<file path="src/design/adcrd_pkg.sv">
// Shared constants, types and helpers of the ADC result readout block
package adcrd_pkg;

    // ==========================================================
    // Sizes
    localparam int unsigned DATA_W     = 14;
    localparam int unsigned CHAN_N     = 8;
    localparam int unsigned FIFO_DEPTH = 16;

    // ==========================================================
    // Timing
    localparam int unsigned MCLK_NS    = 8;
    localparam int unsigned INT_CLK_NS = 100;   // Internal conversion clock period
    localparam int unsigned INT_DIV    = INT_CLK_NS / MCLK_NS;
    localparam logic [5:0]  FIRST_TICK = 6'h11; // 17th conversion tick
    localparam logic [5:0]  STEP_TICK  = 6'h03;

    // ==========================================================
    // Reset values and coding
    localparam logic [7:0]  CFG_RESET    = 8'hff;
    localparam logic [13:0] BIPOLAR_FLIP = 14'h2000;
    localparam logic [3:0]  NO_CHAN      = 4'h8;

    typedef enum logic [1:0] {
        ST_IDLE = 2'b00,
        ST_CONV = 2'b01,
        ST_DONE = 2'b10
    } adcrd_state_t;

    // Lowest enabled channel at or above from, NO_CHAN if none
    function automatic logic [3:0] adcrd_next(input logic [7:0] m, input logic [3:0] from);
        logic [3:0] r;
        r = NO_CHAN;
        for (int i = CHAN_N - 1; i >= 0; i--) begin
            if (m[i] && 4'(i) >= from) begin
                r = 4'(i);
            end
        end
        return r;
    endfunction : adcrd_next

endpackage : adcrd_pkg

</file>
<file path="src/design/adcrd_readout.sv">
// Conversion sequencing and parallel result readout of the ADC
`timescale 1ns/1ns
`default_nettype none
module adcrd_readout import adcrd_pkg::*; #(
    parameter bit BIPOLAR = 1'b1
) (
    input  wire logic              mclk,
    input  wire logic              rst,
    input  wire logic              sampleTrigger,
    input  wire logic              chipSelectN,
    input  wire logic              fetchStrobeN,
    input  wire logic              busStoreStrobeN,
    input  wire logic              clockSourceSelect,
    input  wire logic              extConvClk,
    input  wire logic [7:0]        dataIn,
    input  wire logic [DATA_W-1:0] coreCode,
    output logic [DATA_W-1:0]      dataOut,
    output logic                   dataOe,
    output logic                   resultReadyN,
    output logic                   finalResultN,
    output logic [2:0]             coreChan
);
    // ==========================================================
    // Pin synchronisers; stage A is read only by stage B
    logic [5:0] pinA_r, pinB_r, pinC_r;
    logic [7:0] dinA_r, dinB_r;

    always_ff @(posedge mclk) begin
        if (rst) begin
            // Idle levels, trigger high, so release makes no false edge
            pinA_r <= 6'h2f;
            pinB_r <= 6'h2f;
            pinC_r <= 6'h2f;
            dinA_r <= 8'h00;
            dinB_r <= 8'h00;
        end else begin
            pinA_r <= {clockSourceSelect, extConvClk, busStoreStrobeN,
                       fetchStrobeN, chipSelectN, sampleTrigger};
            pinB_r <= pinA_r;
            pinC_r <= pinB_r;
            dinA_r <= dataIn;
            dinB_r <= dinA_r;
        end
    end

    logic trigRise, trigFall, csS, rdS, rdRise, wrRise, eclkRise, selS;
    assign trigRise = pinB_r[0] && !pinC_r[0];
    assign trigFall = !pinB_r[0] && pinC_r[0];
    assign csS      = pinB_r[1];
    assign rdS      = pinB_r[2];
    assign rdRise   = pinB_r[2] && !pinC_r[2];
    assign wrRise   = pinB_r[3] && !pinC_r[3];
    assign eclkRise = pinB_r[4] && !pinC_r[4];
    assign selS     = pinB_r[5];

    // ==========================================================
    // Sequencer state
    adcrd_state_t state_r, state_nxt;
    logic [3:0]   divCnt_r, divCnt_nxt;
    logic [5:0]   tickCnt_r, tickCnt_nxt, dueCnt_r, dueCnt_nxt;
    logic [3:0]   chan_r, chan_nxt, nextChan, firstChan;
    logic [7:0]   actMask_r, actMask_nxt, cfg_r, cfg_nxt;
    logic         readyN_r, readyN_nxt, finalN_r, finalN_nxt;
    logic         intTick, tick, pushEv, fifoInReady;
    logic [DATA_W-1:0] pushData;

    // Internal clock is a divided enable; external one an edge
    assign intTick   = (divCnt_r == 4'(INT_DIV - 1));
    assign tick      = selS ? intTick : eclkRise;
    assign nextChan  = adcrd_next(actMask_r, chan_r + 4'h1);
    assign firstChan = adcrd_next(cfg_r, 4'h0);
    // A full FIFO stalls the result, so no result is ever dropped
    assign pushEv    = (state_r == ST_CONV) && (tickCnt_r == dueCnt_r)
                       && fifoInReady && !chan_r[3];
    assign pushData  = BIPOLAR ? (coreCode ^ BIPOLAR_FLIP) : coreCode;

    // Next state of the sequencer
    always_comb begin
        state_nxt   = state_r;
        divCnt_nxt  = (intTick || trigRise) ? 4'h0 : divCnt_r + 4'h1;
        tickCnt_nxt = tickCnt_r;
        dueCnt_nxt  = dueCnt_r;
        chan_nxt    = chan_r;
        actMask_nxt = actMask_r;
        cfg_nxt     = cfg_r;
        readyN_nxt  = readyN_r;
        finalN_nxt  = finalN_r;
        // capture enable byte on store edge
        if (wrRise && !pinC_r[1]) begin
            cfg_nxt = dinB_r;
        end
        // Ready pulse lasts until the next conversion tick
        if (tick) begin
            readyN_nxt = 1'b1;
        end
        case (state_r)
            ST_IDLE, ST_DONE: begin
                if (trigRise) begin
                    actMask_nxt = cfg_r;
                    chan_nxt    = firstChan;
                    tickCnt_nxt = 6'h00;
                    dueCnt_nxt  = FIRST_TICK;
                    finalN_nxt  = firstChan[3] ? 1'b0 : 1'b1;
                    readyN_nxt  = 1'b1;
                    state_nxt   = firstChan[3] ? ST_DONE : ST_CONV;
                end
            end
            ST_CONV: begin
                // count ticks toward each due point
                if (tick && tickCnt_r != dueCnt_r) begin
                    tickCnt_nxt = tickCnt_r + 6'h01;
                end
                if (pushEv) begin
                    readyN_nxt = 1'b0;
                    dueCnt_nxt = dueCnt_r + STEP_TICK;
                    chan_nxt   = nextChan;
                    if (nextChan[3]) begin
                        // eight channels end on tick 38
                        finalN_nxt = 1'b0;
                        state_nxt  = ST_DONE;
                    end
                end
            end
            default: begin
                state_nxt = ST_IDLE;
            end
        endcase
        // a low trigger pulse re-arms the sequencer
        if (trigFall) begin
            finalN_nxt = 1'b1;
            readyN_nxt = 1'b1;
            state_nxt  = ST_IDLE;
        end
    end

    always_ff @(posedge mclk) begin
        if (rst) begin
            state_r   <= ST_IDLE;
            divCnt_r  <= 4'h0;
            tickCnt_r <= 6'h00;
            dueCnt_r  <= FIRST_TICK;
            chan_r    <= NO_CHAN;
            actMask_r <= CFG_RESET;
            cfg_r     <= CFG_RESET;
            readyN_r  <= 1'b1;
            finalN_r  <= 1'b1;
        end else begin
            state_r   <= state_nxt;
            divCnt_r  <= divCnt_nxt;
            tickCnt_r <= tickCnt_nxt;
            dueCnt_r  <= dueCnt_nxt;
            chan_r    <= chan_nxt;
            actMask_r <= actMask_nxt;
            cfg_r     <= cfg_nxt;
            readyN_r  <= readyN_nxt;
            finalN_r  <= finalN_nxt;
        end
    end

    // ==========================================================
    // Result FIFO and bus drive
    logic              fifoOutValid, popEv;
    logic [DATA_W-1:0] fifoOutData, busData_r, busData_nxt;
    logic              busOe_r, busOe_nxt;

    adcrd_fifo #(.W(DATA_W), .DEPTH(FIFO_DEPTH)) uFifo (
        .mclk     (mclk),
        .rst      (rst),
        .inValid  (pushEv),
        .inReady  (fifoInReady),
        .inData   (pushData),
        .outValid (fifoOutValid),
        .outReady (popEv),
        .outData  (fifoOutData)
    );

    // read strobe rise moves to next result
    assign popEv = rdRise && busOe_r && fifoOutValid;

    // Bus drives only while both strobes are low, however select is used
    always_comb begin
        // float when either strobe is high
        busOe_nxt   = !rdS && !csS;
        busData_nxt = fifoOutValid ? fifoOutData : '0;
    end

    always_ff @(posedge mclk) begin
        if (rst) begin
            busOe_r   <= 1'b0;
            busData_r <= '0;
        end else begin
            busOe_r   <= busOe_nxt;
            busData_r <= busData_nxt;
        end
    end

    assign dataOut      = busData_r;
    assign dataOe       = busOe_r;
    assign resultReadyN = readyN_r;
    assign finalResultN = finalN_r;
    assign coreChan     = chan_r[2:0];
endmodule : adcrd_readout
`default_nettype wire

</file>
<file path="src/design/adcrd_fifo.sv">
// Result FIFO with valid and ready on both sides
`timescale 1ns/1ns
`default_nettype none
module adcrd_fifo #(
    parameter int unsigned W     = 14,
    parameter int unsigned DEPTH = 16
) (
    input  wire logic         mclk,
    input  wire logic         rst,
    input  wire logic         inValid,
    output logic              inReady,
    input  wire logic [W-1:0] inData,
    output logic              outValid,
    input  wire logic         outReady,
    output logic [W-1:0]      outData
);
    localparam int unsigned AW = $clog2(DEPTH);

    logic [W-1:0] mem [DEPTH];
    logic [AW-1:0] wp_r, wp_nxt, rp_r, rp_nxt;
    logic [AW:0]   cnt_r, cnt_nxt;
    logic          doPush, doPop;

    // Full and empty come straight from the fill count
    assign inReady  = (cnt_r != (AW+1)'(DEPTH));
    assign outValid = (cnt_r != '0);
    assign outData  = mem[rp_r];
    assign doPush   = inValid && inReady;
    assign doPop    = outValid && outReady;

    // ==========================================================
    // Pointer and count next state
    always_comb begin
        wp_nxt  = doPush ? wp_r + 1'b1 : wp_r;
        rp_nxt  = doPop ? rp_r + 1'b1 : rp_r;
        cnt_nxt = cnt_r;
        if (doPush && !doPop) begin
            cnt_nxt = cnt_r + 1'b1;
        end else if (doPop && !doPush) begin
            cnt_nxt = cnt_r - 1'b1;
        end
    end

    always_ff @(posedge mclk) begin
        if (rst) begin
            wp_r  <= '0;
            rp_r  <= '0;
            cnt_r <= '0;
        end else begin
            wp_r  <= wp_nxt;
            rp_r  <= rp_nxt;
            cnt_r <= cnt_nxt;
        end
    end

    // Storage has no reset; the count guards stale words
    always_ff @(posedge mclk) begin
        if (doPush) begin
            mem[wp_r] <= inData;
        end
    end

endmodule : adcrd_fifo
`default_nettype wire

</file>
<file path="config.mk">
export PLATFORM = sky130hd
export DESIGN_NAME = adcrd_readout
export DESIGN_NICKNAME = d
export VERILOG_FILES = /design/src/design/adcrd_pkg.sv /design/src/design/adcrd_readout.sv /design/src/design/adcrd_fifo.sv
export SDC_FILE = /design/constraint.sdc
export NUM_CORES = 1
export LEC_CHECK = 0
export BUFFER_PORTS_ARGS = -buffer_cell sky130_fd_sc_hd__buf_2
export CAP_MARGIN = 10
export CORE_UTILIZATION = 60
export DETAILED_ROUTE_END_ITERATION = 12
export PLACE_DENSITY = 0.74
export SLEW_MARGIN = 15
export SYNTH_ARGS = -nofsm -noshare
export SYNTH_HDL_FRONTEND = slang
export SYNTH_SLANG_ARGS = --single-unit
</file>
<file path="constraint.sdc">
create_clock -name mclk -period 7.48 [get_ports mclk]
set_clock_uncertainty 0.1 [all_clocks]
set_input_delay 1.122 -clock mclk [delete_from_list [all_inputs] [get_ports mclk]]
set_output_delay 1.122 -clock mclk [all_outputs]
set_load 0.005 [all_outputs]
</file>
==> summary.txt, run 1 <==
Logic synthesis
  • Post-Syn Instances: 757
  • Synthesized cell area: 12500 um2
  • Mean Syn Cell Area: around 17 um2
  • Post-synth ARST share: 0%
  • Post-synth EDFFs: around 220
  • Synth cell types: 53
  • Top_reg_cell synth: edfxtp_1
  • Flops & latches, synth: 325
  • Post-synth net total: 804
  • Yosys warnings: 0
  • Post-synthesis sequential area ratio: a little over two thirds

GRT
  • Grt ovf: 0
  • Vias in the first global route: 6725
  • Tot GR Track Use: a little under a quarter
  • Largest net degree at the start of global routing: 59
  • First-pass GRT wire length: ~38000 um
  • Antenna violations before repair: 0

Die
  • Num rows: between 50 and 60
  • Ports: 50
  • DIE AREA: 21500 um2
  • Die span in x: about 150 um
  • Core box area: about 20000 um2
  • Die Y: ~150 um
  • Initial Util: around three fifths

Critical path
  • Startpoint types: flip-flop
  • CP Max Fanout: 13
  • Critical Path End Type: flip-flop
  • Crit path DAT: around 4 ns
  • Top cell by count, worst path: ha_1
  • Crit-path cells: xor2_1, nor4_2, and3_1, ha_1, inv_1, ha_1, nor2b_1, o21a_1, or3_1, a21oi_1, xnor2_1, nor2_1
  • Worst EP required: around 7.7 ns
  • Worst path max stage delay: between 0.5 and 0.6 ns
  • Slowest CP cell: nor4_2
  • CP Class: flip-flop to flip-flop

Final layout
  • Area growth, synth to finish: 12.8%
  • Ant diodes: 0
  • Final net count: 866
  • FILL cells: roughly 1.3k
  • Share of post-route cells with drive strength above 1: around 25%
  • Final Util: a little over two thirds

Power and ir drop
  • Cell internal pwr: just under 3 mW
  • VDD IR max: 0.168 mV
  • P_sw: 0.699 mW
  • Leakage power: ~4.7 nW
  • Sequential power share: between 50% and 60%
  • Tot Pwr: roughly 3.6 mW
  • Switching part of the total: between 10% and 20%
  • Combinational Power Share: under 10%
  • Power per standard cell area: around 250 nW/um2
  • Clock power frac: 44.6%

Clocking
  • CTS tree: yes
  • Sink Count: approximately 330
  • Setup Buffers After CTS: 0
  • H-tree depth: 2
  • Cts repair resizes: 0
  • Cts hold-fix bufs: 0
  • Clock root cell: clkbuf_16
  • Worst-Skew Late Latency: roughly 0.51 ns
  • Cts bufs inserted: 34
  • Reg clk slew, reported paths: roughly 0.060 ns
  • Clock Tree Buf Depth: 3

Timing
  • Fmax: approximately 0.27 GHz
  • Final period util: between 40% and 50%
  • Setup-failing EPs final: 0
  • Final Max Tran Viols: 0
  • WHS: 0.307 ns
  • Worst-margin pin slew: ~1.2 ns
  • Final Hold Viols: 0
  • Fin Setup TNS: 0 ns
  • Min Tclk post-route: around 3.7 ns
  • Slew HR: 22.9%
  • RSZ-0062 raised after global routing: false

Place
  • IO buf count: between 40 and 50
  • Gpl congestion: between 0.8 and 0.9
  • Post-DP HPWL: approximately 15000 um

Outcome
  • Status: completed

Hold path
  • Worst hold path class: flip-flop to flip-flop

Route
  • Drt initial violations: between 500 and 600
  • DRT Wirelength: 24600 um
  • Wire length per cell: approximately 22 um
  • Vias post-DR: 6610
  • First-pass DRT Iterations: 5
  • DRC viols: 0
  • Detail Route Antenna Nets: 0
  • Vias per cell: 5.93

Run
  • Max-cap violations: 0
[power by group through the flow]
stage	combinational, mW	sequential, mW	clock (mW)
finish	0.0574	1.93	1.60
global route	0.0638	1.93	1.69
CTS	0.0577	1.93	1.63
detailed placement	0.0571	1.97	0
global placement	0.0527	1.97	0
floorplan	0.0270	1.97	0
[layer usage]
metal / wire length (um) / part of all wire (%) / vias to the layer above / track usage [%]
met4: 323 / 1.3 / 0 / 5.63
li1: - / - / 2983 / -
met5: 0 / 0 / - / 0
met2: 11700 / 47 / 226 / 37.4
met3: 1760 / 7.1 / 27 / 5.44
met1: 10900 / 44 / 3374 / 34.8
[synth_stat cells, types with 2 or more instances]
cell type  number  area, um2
mux2i_1        14        140
nor2b_1        37        231
a211oi_1        5       37.5
o2111ai_1       2       17.5
dfxtp_1       101       2020
nor4_1          3       18.8
a31oi_1         3       18.8
buf_1           6       22.5
nand2b_1        7       43.8
inv_1          18       67.6
nor3b_1         4       30.0
o211ai_1        4       30.0
a21oi_1        17       85.1
xnor2_1         9       78.8
clkbuf_1       18       67.6
o21ai_0        13       65.1
edfxtp_1      224       6730
o22ai_1         2       12.5
mux4_2         70       1580
a21o_1          2       15.0
or3_1           3       18.8
a21boi_0        3       22.5
or2_2          17        106
buf_2           7       35.0
o21a_1          3       22.5
nor2_1         51        191
ha_1           16        200
nand3_1         2       10.0
and2_1          2       12.5
nor3_1         10       50.1
buf_4           5       37.5
nand4_1         2       12.5
nand2_1        40        150
xor2_1         16        140
buf_6           3       33.8
[final timing paths]
check                            startpoint                           to  slack (ns)  depth (start not counted)
hold / removal         pinA_r[0]$_SDFF_PP1_         pinB_r[0]$_SDFF_PP1_        0.31                          1
hold reg to reg        pinA_r[0]$_SDFF_PP1_         pinB_r[0]$_SDFF_PP1_        0.31                          1
setup / recovery  tickCnt_r[2]$_SDFFE_PP0P_  uFifo.cnt_r[4]$_SDFFE_PP0P_        3.79                         12
setup reg to reg  tickCnt_r[2]$_SDFFE_PP0P_  uFifo.cnt_r[4]$_SDFFE_PP0P_        3.79                         12
[cell type report]
class / count / area (um2) / area share (%)
clock inverter: 14 / 128 / 0.902
tap: 270 / 338 / 2.39
timing repair buffer: 65 / 365 / 2.58
multi-input combinational: 375 / 3550 / 25.1
inverter: 18 / 67.6 / 0.478
sequential: 325 / 8750 / 61.9
clock buffer: 47 / 941 / 6.65
[per-stage QoR]
step           instance area, um2  worst slack (ns)  instances
2_1_floorplan               12500              4.40        757
3_3_place_gp                13100              3.99       1053
3_5_place_dp                13100              3.89       1053
4_1_cts                     14100              3.85       1114
5_1_grt                     14100              3.62       1114
6_report                    14100              3.79       1114
[worst max-delay path, delay by kind of cell (launching register included)]
| family | cells | cell delay, ns |
|---|---|---|
| AOI/OAI and AO/OA | 2 | 0.36 |
| adders and majority gates | 2 | 0.63 |
| buffers and inverters | 1 | 0.10 |
| and+or+nand+nor | 5 | 1.66 |
| xor gates and xnor gates | 2 | 0.26 |
| DFF | 1 | 0.43 |
[state kept, by name, summed over array words and instances (netlist names), 2 cells and up]
register	count
uFifo.mem	224
dataOut	14
actMask_r	8
cfg_r	8
dinA_r	8
dinB_r	8
dueCnt_r	6
pinA_r	6
pinB_r	6
tickCnt_r	6
pinC_r	5
uFifo.cnt_r	5
chan_r	4
divCnt_r	4
uFifo.rp_r	4
uFifo.wp_r	4
state_r	2
[cell families after synthesis]
kind of cell	after synthesis	share of synthesized area (%)
DFF	325	69.8
and+or+nand+nor	184	7.40
muxes	84	13.7
AOI/OAI and AO/OA	65	3.48
buffers and inverters	57	2.11
xor gates and xnor gates	25	1.75
adders and majority gates	17	1.76
[cell usage in the layout, fill, tap and decap left out, drive strengths merged, types with 17 or more instances in the layout]
master    n
edfxtp  224
dfxtp   101
mux4     70
buf      65
nor2     51
clkbuf   47
nand2    40
nor2b    37
inv      19
a21oi    17
or2      17
Note: power is estimated with default switching activity, not from simulation.
==> inputs of run 2 (changes only) <==
--- a/config.mk
+++ b/config.mk
@@ -5,6 +5,7 @@
 export SDC_FILE = /design/constraint.sdc
 export NUM_CORES = 1
 export LEC_CHECK = 0
+export ABC_AREA = 1
 export BUFFER_PORTS_ARGS = -buffer_cell sky130_fd_sc_hd__buf_2
 export CAP_MARGIN = 10
 export CORE_UTILIZATION = 60
==> constraint.sdc (replaced) <==
create_clock -name mclk -period 3.7 [get_ports mclk]
set_clock_uncertainty 0.1 [all_clocks]
set_input_delay 0.555 -clock mclk [delete_from_list [all_inputs] [get_ports mclk]]
set_output_delay 0.555 -clock mclk [all_outputs]
set_load 0.005 [all_outputs]
==> run 2 against run 1 <==
  * Register-to-register slack lost 3.0 ns
  * Utilization fell by 0.51 points
  * Sequential cell count stayed put
  * Combinational power increased by 120%
  * Wire length increased by 15%
  * Count of clock-buffer cells in the layout is 1 lower
  * Total power grew 100%
  * Critical path depth rose by 4
  * Synthesized cell count up 55%
  * Final cell count up 37%
  * First-iteration DRC count is 57% higher
  * Critical path type unchanged
==> summary.txt, run 2 <==
Timing
  • Setup-failing EPs final: 0
  • Final period util: approximately 78%
  • Final Hold Viols: 0
  • Min Tclk post-route: about 2.9 ns
  • Fmax: ~0.34 GHz
  • Slew HR: between 30% and 40%
  • Final Max Tran Viols: 0
  • Fin Setup TNS: 0 ns
  • RSZ-0062 raised after global routing: false
  • Worst-margin pin slew: approximately 0.90 ns

Clocking
  • Clock Tree Buf Depth: 3
  • Worst-Skew Late Latency: around 0.51 ns
  • Cts hold-fix bufs: 0
  • Clock root cell: clkbuf_16
  • Cts repair resizes: 0
  • Setup Buffers After CTS: 0
  • H-tree depth: 2
  • Cts bufs inserted: 34
  • Sink Count: between 300 and 400
  • Reg clk slew, reported paths: roughly 0.060 ns
  • CTS tree: yes

Final layout
  • Share of post-route cells with drive strength above 1: 12.7%
  • Ant diodes: 0
  • Final net count: 1278
  • Commonest non-fill, non-tap cell in the layout: edfxtp_1
  • Final Util: between 60% and 70%
  • Storage element area: 8750 um2
  • Max reg flops: around 220
  • Footprint of the multi-input gates: about 3500 um2
  • Commonest cells after routing, fill and taps aside: edfxtp_1 (224), nor2_1 (199), o21ai_0 (145), nand2_1 (124), dfxtp_1 (99)
  • FILL cells: 1545
  • Area growth, synth to finish: 12.6%
  • Largest reg by FF count: uFifo.mem

Critical path
  • Crit-path cells: inv_1, nand2_1, nand4_1, nor2_2, nand2_1, nor2_2, ha_1, inv_1, ha_1, nand2_1, nor2_1, a211oi_1, nor2_1, o21ai_0, nand2_1, nor2_1
  • Worst EP required: 4.04 ns
  • Worst path max stage delay: around 0.40 ns
  • Critical Path End Type: flip-flop
  • Slowest CP cell: dfxtp_1
  • CP Max Fanout: 6
  • Reg2Reg Depth: 16
  • Top cell by count, worst path: nand2_1
  • Crit path DAT: approximately 3.2 ns
  • RR Startpoint: tickCnt_r[0]$_SDFFE_PP0P_
  • Reg2reg setup slack: approximately 0.8 ns
  • CP Class: flip-flop to flip-flop
  • Startpoint types: flip-flop
  • Worst r2r dst: uFifo.cnt_r[4]$_SDFFE_PP0P_

Logic synthesis
  • Share of Yosys cell area claimed by the top area cell type: roughly 52%
  • Post-Syn Instances: about 1.2k
  • Count leader, synth: edfxtp_1
  • Yosys top cell by area: edfxtp_1
  • Mean Syn Cell Area: roughly 11 um2
  • Post-synth net total: between 1k and 1.5k
  • Top_reg_cell synth: edfxtp_1
  • Synth cell count leaders: edfxtp_1 (224), nor2_1 (199), o21ai_0 (145), nand2_1 (124), dfxtp_1 (101)
  • Post-synth EDFFs: between 200 and 250
  • Post-synthesis sequential area ratio: between 60% and 70%
  • Synth cell types: 43
  • Yosys warnings: 0
  • Synth top area cells: edfxtp_1 (52%), dfxtp_1 (16%), nor2_1 (5.8%), o21ai_0 (5.6%), nand2_1 (3.6%)
  • Post-synth ARST share: 0%
  • Flops & latches, synth: around 330
  • Synthesized cell area: 12900 um2

Place
  • IO buf count: 49
  • Post-DP HPWL: roughly 17000 um
  • Gpl congestion: approximately 0.84

Route
  • First-pass DRT Iterations: 5
  • Drt initial violations: between 800 and 900
  • DRT Wirelength: between 20000 and 30000 um
  • Wire length per cell: 18.5 um
  • Vias post-DR: around 8.8k
  • Vias per cell: around 5.8
  • Detail Route Antenna Nets: 0
  • DRC viols: 0

Die
  • Ports: 50
  • Num rows: 53
  • DIE AREA: between 20000 and 25000 um2
  • Die Y: about 150 um
  • Initial Util: 61.2%
  • Core box area: approximately 21000 um2
  • Die span in x: ~150 um

Power and ir drop
  • Clock power frac: 44.2%
  • Combinational Power Share: under 10%
  • P_sw: about 1.4 mW
  • Leakage power: ~5.5 nW
  • VDD IR max: ~0.35 mV
  • Power per standard cell area: ~500 nW/um2
  • Sequential power share: a little over half
  • Cell internal pwr: just under 6 mW
  • Switching part of the total: between 15 and 20%

GRT
  • Vias in the first global route: 8525
  • Antenna violations before repair: 0
  • First-pass GRT wire length: approximately 45000 um
  • Largest net degree at the start of global routing: 86
  • Tot GR Track Use: about a quarter
  • Grt ovf: 0

Hold path
  • Worst hold path class: input port to flip-flop
  • HP Start: clockSourceSelect
  • Min-Delay Endpoint: pinA_r[5]$_SDFF_PP1_
  • Hold depth: 2

Run
  • Max-cap violations: 0

Outcome
  • Status: completed
[run 2: worst max path at each step]
stage	start	to	cells past startpoint
detailed placement	tickCnt_r[0]$_SDFFE_PP0P_	uFifo.cnt_r[4]$_SDFFE_PP0P_	16
global route	tickCnt_r[2]$_SDFFE_PP0P_	uFifo.cnt_r[4]$_SDFFE_PP0P_	16
global placement	tickCnt_r[0]$_SDFFE_PP0P_	uFifo.cnt_r[4]$_SDFFE_PP0P_	16
finish	tickCnt_r[0]$_SDFFE_PP0P_	uFifo.cnt_r[4]$_SDFFE_PP0P_	16
floorplan	tickCnt_r[0]$_SDFFE_PP0P_	uFifo.cnt_r[4]$_SDFFE_PP0P_	16
CTS	tickCnt_r[0]$_SDFFE_PP0P_	uFifo.cnt_r[4]$_SDFFE_PP0P_	16
[run 2: stage by stage]
step,worst slack (ns),total power [mW],instances,cell area [um2],hold WS [ns]
2_1_floorplan,1.22,4.06,1174,12900,0.288
3_3_place_gp,0.915,4.11,1470,13500,0.289
3_5_place_dp,0.840,4.12,1470,13500,0.294
4_1_cts,0.807,7.27,1531,14500,0.120
5_1_grt,0.484,7.42,1531,14500,0.124
6_report,0.801,7.23,1531,14500,0.127
[run 2: area by class of cell]
type | instances | area share, %
sequential | 325 | 60.2
clock inverter | 15 | 0.671
clock buffer | 46 | 6.52
multi-input combinational | 698 | 24.3
timing repair buffer | 81 | 3.60
inverter | 91 | 2.35
tap | 275 | 2.37
[run 2: critical path: cells and delay by family, from the launching register on]
kind / cells / cell delay [ns]
compound gates: 2 / 0.40
fa+ha+maj: 2 / 0.63
flops: 1 / 0.40
simple gates: 10 / 1.10
buf+inv: 2 / 0.21
[run 2: per-layer routing]
layer	global-route usage (%)	vias up	wire, um
met4	9.12	0	615
met2	45.3	342	14000
li1	-	4216	-
met3	3.13	53	1870
met5	0	-	0
met1	34.9	4209	11800
[run 2: cells by family (layout without fill, tap and decap cells)]
logic type	count (synthesis)	count (layout)	share of synthesized area (%)
AO/OA/AOI/OAI	273	273	12.0
XOR/XNOR	8	8	0.543
adder cells (fa/ha/maj)	17	17	1.71
buffers and inverters	151	233	4.90
flip-flops	325	325	67.8
AND/OR/NAND/NOR	400	400	13.0
[run 2: power groups by stage]
stage                     clock, mW  sequential, mW  combinational (mW)
after floorplan                   0            3.99              0.0664
after global placement            0            3.99               0.123
after detailed placement          0            3.99               0.125
after CTS                      3.23            3.91               0.126
after global routing           3.37            3.91               0.145
final                          3.19            3.91               0.126
==> inputs of run 3 (changes only) <==
==> constraint.sdc (replaced) <==
create_clock -name mclk -period 2.9 [get_ports mclk]
set_clock_uncertainty 0.1 [all_clocks]
set_input_delay 0.435 -clock mclk [delete_from_list [all_inputs] [get_ports mclk]]
set_output_delay 0.435 -clock mclk [all_outputs]
set_load 0.005 [all_outputs]
==> run 3 against run 2 <==
  * Sequential share of layout area shrank 0.57 points
  * Design area grew 0.96%
  * Critical endpoint unchanged
  * Combinational power grew 39%
  * Clock power grew 22%
==> summary.txt, run 3 (same netlist as run 2, synthesis figures left out) <==
Critical path
  • Startpoint types: flip-flop
  • Worst EP required: between 3 and 4 ns
  • CP Class: flip-flop to flip-flop
  • Reg2reg setup slack: about 0.21 ns
  • Reg2Reg Depth: 15
  • CP Capture Point: uFifo.cnt_r[4]$_SDFFE_PP0P_
  • Critical Path End Type: flip-flop
  • Crit. Startpoint: tickCnt_r[0]$_SDFFE_PP0P_
  • CP Max Fanout: 5
  • RR Startpoint: tickCnt_r[0]$_SDFFE_PP0P_
  • Worst r2r dst: uFifo.cnt_r[4]$_SDFFE_PP0P_
  • Crit path DAT: between 3 and 4 ns

Clocking
  • Worst-Skew Late Latency: approximately 0.56 ns
  • CTS tree: yes
  • Clock Tree Buf Depth: 3
  • H-tree depth: 1
  • Reg clk slew, reported paths: ~0.060 ns
  • Cts bufs inserted: 31
  • Sink Count: 325
  • Clock root cell: clkbuf_16

Final layout
  • Storage element area: a little under 9000 um2
  • Final net count: roughly 1.3k
  • Area growth, synth to finish: 13.7%
  • Share of post-route cells with drive strength above 1: approximately 14%
  • Post-Layout Cell Count: 1547
  • Largest reg by FF count: uFifo.mem
  • Commonest cells after routing, fill and taps aside: edfxtp_1 (224), nor2_1 (199), o21ai_0 (145), nand2_1 (124), dfxtp_1 (99)
  • Ant diodes: 0
  • Footprint of the multi-input gates: roughly 3500 um2
  • FILL cells: about 1.5k
  • Max reg flops: 224
  • Commonest non-fill, non-tap cell in the layout: edfxtp_1

Die
  • Die span in x: 149 um
  • Ports: 50
  • Num rows: 53
  • Die Y: 149 um
  • DIE AREA: about 22000 um2
  • Initial Util: between 60% and 70%
  • Core box area: ~21000 um2

Timing
  • PnR worst setup slack: 0.212 ns
  • Slew HR: approximately 45%
  • Final Hold Viols: 0
  • Fmax: 0.372 GHz
  • Final Max Tran Viols: 0
  • Worst-margin pin slew: between 0.8 and 0.9 ns
  • WHS: between 0.15 and 0.2 ns
  • Setup-failing EPs final: 0
  • Final period util: 92.7%
  • Fin Setup TNS: 0 ns
  • Min Tclk post-route: roughly 2.7 ns

Place
  • IO buf count: between 40 and 50
  • Gpl congestion: around 0.85
  • Post-DP HPWL: between 15000 and 20000 um
  • Placed cells: approximately 1.5k
  • Pre-CTS WS: around 0.18 ns

Power and ir drop
  • Leakage power: between 5 and 6 nW
  • VDD IR max: between 0.5 and 0.6 mV
  • Power per standard cell area: 618 nW/um2

Hold path
  • Worst hold path class: input port to flip-flop
  • Hold depth: 1

Run
  • Max-cap violations: 0

Route
  • DRT Wirelength: around 28000 um
  • Drt initial violations: about 680
  • Vias post-DR: 8834
  • DRC viols: 0
  • Vias per cell: roughly 5.7
  • First-pass DRT Iterations: 7
  • Detail Route Antenna Nets: 0
  • Wire length per cell: 18.0 um

GRT
  • Vias in the first global route: ~8.5k
  • First-pass GRT wire length: around 43000 um
  • Grt ovf: 0
  • Antenna violations before repair: 0
  • Largest net degree at the start of global routing: 70
  • Tot GR Track Use: between 20 and 30%

Outcome
  • Status: completed
## run 3: layer usage
| metal | global-route usage, % | part of all wire (%) |
|---|---|---|
| met1 | 31.8 | 41 |
| met2 | 44.8 | 50 |
| met3 | 3.77 | 5.7 |
| met4 | 8.81 | 2.9 |
| met5 | 0 | 0 |
## run 3: per-stage QoR
stage	util [%]	total power, mW	cell area, um2
2_1_floorplan	-	5.17	12900
4_1_cts	69.5	9.13	14700
3_3_place_gp	64.1	5.24	13500
5_1_grt	69.6	9.30	14700
6_report	69.6	9.07	14700
3_5_place_dp	64.1	5.25	13500
## run 3: worst min path at each step
stage,startpoint,to
final,coreCode[0],uFifo.mem[9][0]$_DFFE_PP_
after global routing,coreCode[0],uFifo.mem[2][0]$_DFFE_PP_
after CTS,coreCode[0],uFifo.mem[9][0]$_DFFE_PP_
after detailed placement,dinA_r[1]$_SDFF_PP0_,dinB_r[1]$_SDFF_PP0_
after global placement,dinA_r[6]$_SDFF_PP0_,dinB_r[6]$_SDFF_PP0_
after floorplan,dinA_r[0]$_SDFF_PP0_,dinB_r[0]$_SDFF_PP0_
## run 3: area by class of cell
class                      instances  share of cell area [%]
sequential                       325                    59.7
multi-input combinational        698                    24.1
clock buffer                      43                    6.15
timing repair buffer             100                    4.69
tap                              275                    2.34
inverter                          91                    2.33
clock inverter                    15                   0.725
## run 3: critical path: stages, from the launching register on
cell and delay [ns]:
dfxtp_1 0.39, inv_1 0.10, nand2_1 0.06, nand4_1 0.10, nor2_2 0.20, nand2_1 0.11, nor2_2 0.15, ha_2 0.24
inv_1 0.09, ha_1 0.34, nand2_1 0.09, nor2_1 0.04, a211oi_2 0.18, nor2_1 0.09, nor3_1 0.23, nor2_1 0.07
## run 3: report_power, final
part	switching (mW)	leakage [nW]	internal [mW]
combinational	0.114	2.20	0.0610
clock	1.64	0.507	2.26
sequential	0.0144	2.84	4.98
## run 3: what timing repair did
item | CTS | global route
endpoints found under the hold margin | 14 | 0
buffers inserted | 0 | 0
setup endpoints to repair | 0 | 1
gates resized for setup | 0 | 3
hold buffers | 14 | 0
